[config.mk]
export PLATFORM = sky130hd
export DESIGN_NAME = free_run_timer_capture_compare
export DESIGN_NICKNAME = d
export VERILOG_FILES = /design/src/rtl/frt_pkg.sv /design/src/rtl/count_prescaler.sv /design/src/rtl/free_run_timer_capture_compare.sv
export SDC_FILE = /design/constraint.sdc
export NUM_CORES = 1
export LEC_CHECK = 0
export BUFFER_PORTS_ARGS = -buffer_cell sky130_fd_sc_hd__buf_4
export CAP_MARGIN = 20
export CORE_AREA = 2 2 99 101
export CTS_CLUSTER_SIZE = 10
export DETAILED_ROUTE_END_ITERATION = 7
export DIE_AREA = 0 0 101 103
export GPL_TIMING_DRIVEN = 0
export PLACE_DENSITY = 0.77
export SYNTH_ARGS = -nofsm -noshare
export SYNTH_HDL_FRONTEND = slang
export SYNTH_SLANG_ARGS = --single-unit
[constraint.sdc]
create_clock -name clk -period 3.4 [get_ports clk]
set_input_delay 0.34 -clock clk [delete_from_list [all_inputs] [get_ports clk]]
set_output_delay 0.34 -clock clk [all_outputs]
set_load 0.01 [all_outputs]
[src/rtl/frt_pkg.sv]
// package: register map, field layout and reset values of the 16-bit timer
package frt_pkg;
  // -------------------------------------------------------------------
  // register byte addresses
  // -------------------------------------------------------------------
  localparam logic [15:0] compare_value_low_addr  = 16'hff16;
  localparam logic [15:0] compare_value_high_addr = 16'hff17;
  localparam logic [15:0] port2_direction_addr    = 16'hff22;
  localparam logic [15:0] timer_mode_control_addr = 16'hff48;
  localparam logic [15:0] count_low_addr          = 16'hff18;
  localparam logic [15:0] count_high_addr         = 16'hff19;
  localparam logic [15:0] capture_low_addr        = 16'hff1a;
  localparam logic [15:0] capture_high_addr       = 16'hff1b;
  // -------------------------------------------------------------------
  // mode control field positions
  // -------------------------------------------------------------------
  localparam int overflow_bit       = 6;
  localparam int capture_edge_hi    = 5;
  localparam int capture_edge_lo    = 4;
  localparam int count_clock_hi     = 2;
  localparam int count_clock_lo     = 1;
  localparam logic [7:0] mode_writable_mask = 8'h76;
  // -------------------------------------------------------------------
  // reset values
  // -------------------------------------------------------------------
  localparam logic [15:0] count_reset     = 16'h0000;
  localparam logic [15:0] compare_reset   = 16'hffff;
  localparam logic [7:0]  mode_reset      = 8'h00;
  localparam logic [7:0]  direction_reset = 8'hff;
  localparam int          trigger_bit     = 4;
  // -------------------------------------------------------------------
  // capture edge codes and prescaler width
  // -------------------------------------------------------------------
  typedef enum logic [1:0] {
    edge_none    = 2'b00,
    edge_rising  = 2'b01,
    edge_falling = 2'b10,
    edge_both    = 2'b11
  } edge_sel_type;
  localparam int prescale_width = 8;
endpackage

[src/rtl/count_prescaler.sv]
// count clock prescaler: tick every 2, 4, 16 or 256 system clocks
`timescale 1ns/1ps
module count_prescaler #(
  parameter int width = frt_pkg::prescale_width
) (
  input  wire logic       clk,
  input  wire logic       rst_b,
  input  wire logic [1:0] clock_sel,
  output logic            tick,
  output logic            half_phase
);
  import frt_pkg::*;
  logic [width-1:0] divider;
  logic [width-1:0] period_mask;

  // elaboration check: the divide by 256 needs eight divider bits
  if (width < 8) begin : g_width_check
    $error("prescaler width too small for divide by 256");
  end

  // ---------------------------------------------------------------------
  // divide selection
  // ---------------------------------------------------------------------
  always_comb begin
    case (clock_sel)
      2'b00:   period_mask = width'(8'h01);
      2'b01:   period_mask = width'(8'h03);
      2'b10:   period_mask = width'(8'h0f);
      default: period_mask = width'(8'hff);
    endcase
  end

  // free running divider chain
  always_ff @(posedge clk or negedge rst_b) begin
    if (!rst_b) begin
      divider <= '0;
    end else begin
      divider <= divider + width'(1);
    end
  end

  // one tick per selected period; half_phase marks the period's first half
  always_ff @(posedge clk or negedge rst_b) begin
    if (!rst_b) begin
      tick       <= 1'b0;
      half_phase <= 1'b0;
    end else begin
      tick       <= ((divider & period_mask) == period_mask);
      half_phase <= ((divider & period_mask) <= (period_mask >> 1));
    end
  end
endmodule // count_prescaler

[src/rtl/free_run_timer_capture_compare.sv]
// top: 16-bit free running timer with compare, capture and read buffer
// Summary of operation
// - counter wrap sets overflow flag; cleared by reset or written zero
// - capture edge code 00 off, 01 rising, 10 falling, 11 both edges
// - count clock is system clock over 2, 4, 16 or 256
// - reset loads the port 2 direction register with all ones
// - counter equal to compare raises match request, counter keeps running
// - match interval is 65536 count clock periods
// - capture register loads count within two clocks, holds to next edge
// - low byte read freezes the read buffer; reads return frozen value
// - end of high byte read releases the buffer to track again
// - reset clears the counter to zero and counting restarts itself
// - byte reads go low then high; lone high read is undefined
// - count after stop release is undefined since counting continues
// - mask the compare interrupt before rewriting the compare value
// - match signal stays high half a count clock period after a match
// - reset sets compare to all ones, mode control to zero
`timescale 1ns/1ps
module free_run_timer_capture_compare (
  input  wire logic        clk,
  input  wire logic        rst_b,
  input  wire logic [15:0] addr,
  input  wire logic [15:0] write_data,
  input  wire logic        write_strobe,
  input  wire logic        word_access,
  input  wire logic        read_strobe,
  input  wire logic        cpu_clock_fall,
  input  wire logic        port2_bit4_pin,
  output logic      [15:0] read_data,
  output logic             compare_match_irq,
  output logic      [7:0]  port2_direction,
  output logic             trigger_pin_direction_bit
);
  import frt_pkg::*;

  // ---------------------------------------------------------------------
  // declarations
  // ---------------------------------------------------------------------
  logic        rst_meta_b;
  logic        rst_sync_b;
  logic [15:0] free_running_count;
  logic [15:0] compare_value;
  logic [15:0] capture_value;
  logic [7:0]  timer_mode_control;
  logic [15:0] read_buffer;
  logic        buffer_frozen;
  logic        low_read_seen;
  logic        high_read_seen;
  logic        pin_last;
  logic        capture_fire;
  logic        tick;
  logic        half_phase;
  logic        match_hold;
  logic        rise_seen;
  logic        fall_seen;
  logic        edge_hit;
  logic        wr_mode;
  logic        wr_cmp_lo;
  logic        wr_cmp_hi;
  logic        wr_dir;
  logic        rd_count_lo;
  logic        rd_count_hi;
  logic        wrap;
  logic [15:0] next_read_data;
  edge_sel_type edge_sel;

  // ---------------------------------------------------------------------
  // reset release through two flip-flops
  // ---------------------------------------------------------------------
  always_ff @(posedge clk or negedge rst_b) begin
    if (!rst_b) begin
      rst_meta_b <= 1'b0;
      rst_sync_b <= 1'b0;
    end else begin
      rst_meta_b <= 1'b1;
      rst_sync_b <= rst_meta_b;
    end
  end

  // ---------------------------------------------------------------------
  // prescaler
  // ---------------------------------------------------------------------
  count_prescaler #(
    .width (prescale_width)
  ) u_prescaler (
    .clk        (clk),
    .rst_b      (rst_sync_b),
    .clock_sel  (timer_mode_control[count_clock_hi:count_clock_lo]),
    .tick       (tick),
    .half_phase (half_phase)
  );

  // ---------------------------------------------------------------------
  // address decode
  // ---------------------------------------------------------------------
  assign wr_mode     = write_strobe && (addr == timer_mode_control_addr);
  assign wr_cmp_lo   = write_strobe && (addr == compare_value_low_addr);
  assign wr_cmp_hi   = write_strobe && ((addr == compare_value_high_addr) ||
                       (word_access && addr == compare_value_low_addr));
  assign wr_dir      = write_strobe && (addr == port2_direction_addr);
  assign rd_count_lo = read_strobe && (addr == count_low_addr);
  assign rd_count_hi = read_strobe && ((addr == count_high_addr) ||
                       (word_access && addr == count_low_addr));
  assign wrap        = tick && (free_running_count == 16'hffff);
  assign edge_sel    = edge_sel_type'(
                       timer_mode_control[capture_edge_hi:capture_edge_lo]);

  // ---------------------------------------------------------------------
  // free running counter
  // ---------------------------------------------------------------------
  // counts on every tick, never cleared by a match
  always_ff @(posedge clk or negedge rst_sync_b) begin
    if (!rst_sync_b) begin
      free_running_count <= count_reset;
    end else if (tick) begin
      free_running_count <= free_running_count + 16'h0001;
    end
  end

  // ---------------------------------------------------------------------
  // mode control register with overflow flag
  // ---------------------------------------------------------------------
  // bits 0, 3 and 7 are kept zero; overflow set wins over a written zero
  always_ff @(posedge clk or negedge rst_sync_b) begin
    if (!rst_sync_b) begin
      timer_mode_control <= mode_reset;
    end else begin
      if (wr_mode) begin
        timer_mode_control <= write_data[7:0] & mode_writable_mask;
      end
      if (wrap) begin
        timer_mode_control[overflow_bit] <= 1'b1;
      end else if (wr_mode) begin
        // a written one leaves the flag as it is, a written zero clears it
        timer_mode_control[overflow_bit] <=
          timer_mode_control[overflow_bit] & write_data[overflow_bit];
      end
    end
  end

  // ---------------------------------------------------------------------
  // compare register
  // ---------------------------------------------------------------------
  // low byte, high byte, or both at once on a word write
  always_ff @(posedge clk or negedge rst_sync_b) begin
    if (!rst_sync_b) begin
      compare_value <= compare_reset;
    end else begin
      if (wr_cmp_lo) begin
        compare_value[7:0] <= write_data[7:0];
      end
      if (wr_cmp_hi) begin
        compare_value[15:8] <= word_access ? write_data[15:8]
                                           : write_data[7:0];
      end
    end
  end

  // ---------------------------------------------------------------------
  // compare match request
  // ---------------------------------------------------------------------
  // held from the match until the count clock's half period elapses
  always_ff @(posedge clk or negedge rst_sync_b) begin
    if (!rst_sync_b) begin
      match_hold        <= 1'b0;
      compare_match_irq <= 1'b0;
    end else begin
      if (free_running_count == compare_value && half_phase) begin
        match_hold <= 1'b1;
      end else begin
        match_hold <= 1'b0;
      end
      compare_match_irq <= match_hold;
    end
  end

  // ---------------------------------------------------------------------
  // capture edge detection
  // ---------------------------------------------------------------------
  // edges seen against the previous pin sample
  assign rise_seen = port2_bit4_pin && !pin_last;
  assign fall_seen = !port2_bit4_pin && pin_last;

  // decode of the capture edge code
  always_comb begin
    case (edge_sel)
      edge_none:    edge_hit = 1'b0;
      edge_rising:  edge_hit = rise_seen;
      edge_falling: edge_hit = fall_seen;
      edge_both:    edge_hit = rise_seen | fall_seen;
      default:      edge_hit = 1'b0;
    endcase
  end

  // pin history and capture strobe, gated by input mode of the pin
  always_ff @(posedge clk or negedge rst_sync_b) begin
    if (!rst_sync_b) begin
      pin_last     <= 1'b0;
      capture_fire <= 1'b0;
    end else begin
      pin_last     <= port2_bit4_pin;
      capture_fire <= edge_hit && trigger_pin_direction_bit;
    end
  end

  // capture register is undefined after reset, so it carries no reset
  always_ff @(posedge clk) begin
    if (capture_fire) begin
      capture_value <= free_running_count;
    end
  end

  // ---------------------------------------------------------------------
  // counter read buffer
  // ---------------------------------------------------------------------
  // strobe seen latches are consumed at the next cpu clock fall
  always_ff @(posedge clk or negedge rst_sync_b) begin
    if (!rst_sync_b) begin
      low_read_seen  <= 1'b0;
      high_read_seen <= 1'b0;
      buffer_frozen  <= 1'b0;
    end else begin
      if (rd_count_lo) begin
        low_read_seen <= 1'b1;
      end else if (cpu_clock_fall) begin
        low_read_seen <= 1'b0;
      end
      if (rd_count_hi) begin
        high_read_seen <= 1'b1;
      end else if (cpu_clock_fall) begin
        high_read_seen <= 1'b0;
      end
      if (cpu_clock_fall && high_read_seen && !rd_count_hi) begin
        buffer_frozen <= 1'b0;
      end else if (cpu_clock_fall && low_read_seen) begin
        buffer_frozen <= 1'b1;
      end
    end
  end

  // buffer tracks the count unless frozen or freezing this cycle
  always_ff @(posedge clk or negedge rst_sync_b) begin
    if (!rst_sync_b) begin
      read_buffer <= count_reset;
    end else if (!buffer_frozen && !(cpu_clock_fall && low_read_seen)) begin
      read_buffer <= free_running_count;
    end
  end

  // ---------------------------------------------------------------------
  // port 2 direction register
  // ---------------------------------------------------------------------
  // direction register; bit 4 also gates the capture trigger
  always_ff @(posedge clk or negedge rst_sync_b) begin
    if (!rst_sync_b) begin
      port2_direction           <= direction_reset;
      trigger_pin_direction_bit <= 1'b1;
    end else if (wr_dir) begin
      port2_direction           <= write_data[7:0];
      trigger_pin_direction_bit <= write_data[trigger_bit];
    end
  end

  // ---------------------------------------------------------------------
  // read data
  // ---------------------------------------------------------------------
  // read mux; unmapped addresses read as zero
  always_comb begin
    next_read_data = 16'h0000;
    case (addr)
      count_low_addr: begin
        next_read_data = word_access ? read_buffer
                                     : {8'h00, read_buffer[7:0]};
      end
      count_high_addr:         next_read_data = {8'h00, read_buffer[15:8]};
      compare_value_low_addr: begin
        next_read_data = word_access ? compare_value
                                     : {8'h00, compare_value[7:0]};
      end
      compare_value_high_addr: next_read_data = {8'h00, compare_value[15:8]};
      capture_low_addr: begin
        next_read_data = word_access ? capture_value
                                     : {8'h00, capture_value[7:0]};
      end
      capture_high_addr:       next_read_data = {8'h00, capture_value[15:8]};
      timer_mode_control_addr: next_read_data = {8'h00, timer_mode_control};
      port2_direction_addr:    next_read_data = {8'h00, port2_direction};
      default:                 next_read_data = 16'h0000;
    endcase
  end

  // registered read data
  always_ff @(posedge clk or negedge rst_sync_b) begin
    if (!rst_sync_b) begin
      read_data <= 16'h0000;
    end else if (read_strobe) begin
      read_data <= next_read_data;
    end
  end
endmodule // free_run_timer_capture_compare

==> run_results.csv <==
group,metric,value,unit
timing,period_minus_slack,2.24,ns
setup_path,setup.worst_path.start_class,"register",
cells_and_area,drive_gt1_frac,0.354,
clock_tree,insertion_delay,0.38,ns
place,io_buffers,64,
global_route,grt-ovfl-total,0,
route,drtAntennaViolNets,0,
setup_path,r2r_start,"low_read_seen",
timing,max_freq,0.446,GHz
synthesis,ys_warn_count,0,
global_route,grt_pass1_vias,3765,
route,first_pass_iters,5,
cells_and_area,layout_common_cells,"dfrtp_1 (71), buf_4 (68), mux2_2 (54), nand2_1 (27), xnor2_1 (25)",
setup_path,crit_fanout,10,
timing,setup_viol,0,
cells_and_area,nNetsFinal,541,
setup_path,critPathKind,"register to register",
synthesis,synth_fp_nets,464,
synthesis,yosys.area_share.simple,0.115,
power,leakage,2.57,nW
worst_hold_path,min_path_type,"input pin to register",
die,initial_utilization,0.562,
die,io_pins,65,
power,p_sw_frac,0.239,
clock_tree,clkSlewWorstSetupHoldPaths,0.11,ns
route,via_count,3885,
route,routed_wl,13000,µm
power,p_sw,0.582,mW
setup_path,cp-startpoint,"low_read_seen",
cells_and_area,fin_util,0.654,
cells_and_area,syn2layout_area_growth,16.4,%
synthesis,syn_area,5320,µm²
clock_tree,cts-root-buf,"clkbuf_8",
global_route,antenna_found_initial,0,
route,vias_per_cell,6.33,
clock_tree,cts_sinks,112,
synthesis,yosysTopAreaCellShare,0.339,
timing,slew_viol_final,0,
setup_path,crit_path_end_kind,"register",
place,gp_routability_congestion,0.891,
synthesis,synth.area.mux_share,0.125,
synthesis,syn_avg_cell_area,12.7,µm²
place,dp_hpwl,9500,µm
clock_tree,cts_setup_buffers,0,
cells_and_area,multi_input_area,2280,µm²
power,pwr-share-clk,0.335,
synthesis,synthXorXnorAreaFrac,0.0610,
global_route,track_usage,0.262,
timing,finClkSkew,0.0160,ns
synthesis,synth_fa_ha_area_frac,0.0165,
route,wire_per_inst,21.2,µm
die,die-area,10400,µm²
die,rows,36,
setup_path,arrival,2.50,ns
synthesis,synth_top_family_by_area,"multiplexers",
timing,rsz0062_at_grt,"no",
synthesis,synthCells,418,
synthesis,synth.distinct_cells,58,
worst_hold_path,min_from,"port2_bit4_pin",
clock_tree,cts_buffers,9,
cells_and_area,antennaDiodeCount,0,
synthesis,synthFlopType,"dfrtp_1",
power,p_per_area,394,nW/µm²
timing,hold_viol,0,
timing,slew_headroom,0.306,
route,drcViolationCount,0,
run_status,status,"completed",
die,die_w,101,µm
synthesis,synth_sequential_area_ratio,0.548,
power,power,2.43,mW
die,die_y,103,µm
die,core-area,9460,µm²
synthesis,synth_compound_area_frac,0.111,
power,comb_power_share,0.072,
setup_path,cp.required,3.66,ns
power,intPower,1.85,mW
synthesis,yosys-top-cells-area,"dfrtp_1 (34%), dfstp_2 (12%), mux2_2 (11%)",
synthesis,synthArstFlopShare,0.857,
synthesis,synth_seq_cells,112,
route,drt_iter0_markers,357,
cells_and_area,seqCellArea,2920,µm²
run,max_cap_viol_count,0,
clock_tree,cts_tree,"done",
place,placed_area,5970,µm²
synthesis,synth_area_leader_cell,"dfrtp_1",
global_route,grt_start_max_net_pins,73,
timing,tightest_slew,1.04,ns
clock_tree,htreeDepth,3,
timing,fin_tns_setup,0,ns
timing,timing.final.crit_share,0.660,
timing,whs,0.0883,ns
cells_and_area,final_common_cell,"dfrtp_1",
clock_tree,cts_max_path_buffers,2,
cells_and_area,post-route-cell-area,6180,µm²
power,ir_drop,0.240,mV
synthesis,synth_edf_count,16,
global_route,grt_pass1_wl,20400,µm
cells_and_area,fill_cells,739,
power,seq_power_share,0.593,
per-stage QoR:
step           cells  setup slack, ns
2_1_floorplan    418            0.570
3_3_place_gp     596           -0.412
3_5_place_dp     597            0.817
4_1_cts          614             1.15
5_1_grt          614             1.04
6_report         614             1.16
final timing paths:
| path | endpoint | slack (ns) | cells after the start |
|---|---|---|---|
| worst max register to register | read_buffer[7] | 1.16 | 3 |
| worst min register to register | free_running_count[2] | 0.23 | 0 |
| min in group asynchronous | free_running_count[2] | 0.23 | 0 |
| max in group asynchronous | compare_value[2] | 2.47 | 1 |
| worst max-delay path | read_buffer[7] | 1.16 | 3 |
| worst min-delay path | pin_last | 0.09 | 1 |
what timing repair did:
item / 4_1_cts / 5_1_grt
gates resized for setup: 0 / 0
endpoints found under the hold margin: 2 / 0
hold buffers: 1 / 0
setup endpoints to repair: 0 / 0
state kept, by name, indices dropped and copies added (netlist names), 5 cells and up:
register             flops
capture_value           16
compare_value           16
free_running_count      16
port2_direction          8
read_buffer             16
read_data               16
timer_mode_control       5
u_prescaler.divider      8
cell type report:
cell class,count,area share
sequential,112,0.472
multi-input combinational,278,0.369
buffer,12,0.0101
inverter,16,0.00971
timing repair buffer,66,0.0838
clock inverter,6,0.0109
tap,114,0.0231
clock buffer,10,0.0223
synthesized netlist by cell type (9+ instances only):
library cell	n
nor2_1	12
dfstp_2	24
mux2_2	54
edfxtp_1	16
nand2_1	27
inv_1	15
xnor2_1	25
o2bb2ai_1	9
dfrtp_1	72
a22oi_1	13
a222oi_1	9
xor2_1	12
layer usage:
layer	routed length, µm	track usage	vias up
met5	0	0	-
met4	515	0.130	0
met3	742	0.0414	35
met2	6180	0.405	147
met1	5610	0.365	1963
li1	-	-	1740
cell families after synthesis:
group           count (synthesis)
flops                         112
simple gates                   98
compound gates                 76
mux                            59
xor+xnor                       37
buf+inv                        28
fa+ha+maj                       7
other cells                     1
critical path: stages, from the launching register on:
cell and delay [ns]:
dfrtp_1 0.40, a21oi_1 0.69, clkbuf_1 0.62, mux2_2 0.41
power groups by stage:
stage | Combinational (mW) | Clock (mW) | Sequential, mW
3_5_place_dp | 0.175 | 0 | 1.47
5_1_grt | 0.192 | 0.877 | 1.45
2_1_floorplan | 0.0917 | 0 | 1.46
4_1_cts | 0.177 | 0.826 | 1.44
6_report | 0.175 | 0.815 | 1.44
3_3_place_gp | 0.151 | 0 | 1.48
No activity file was read; power rests on OpenSTA's default activity.
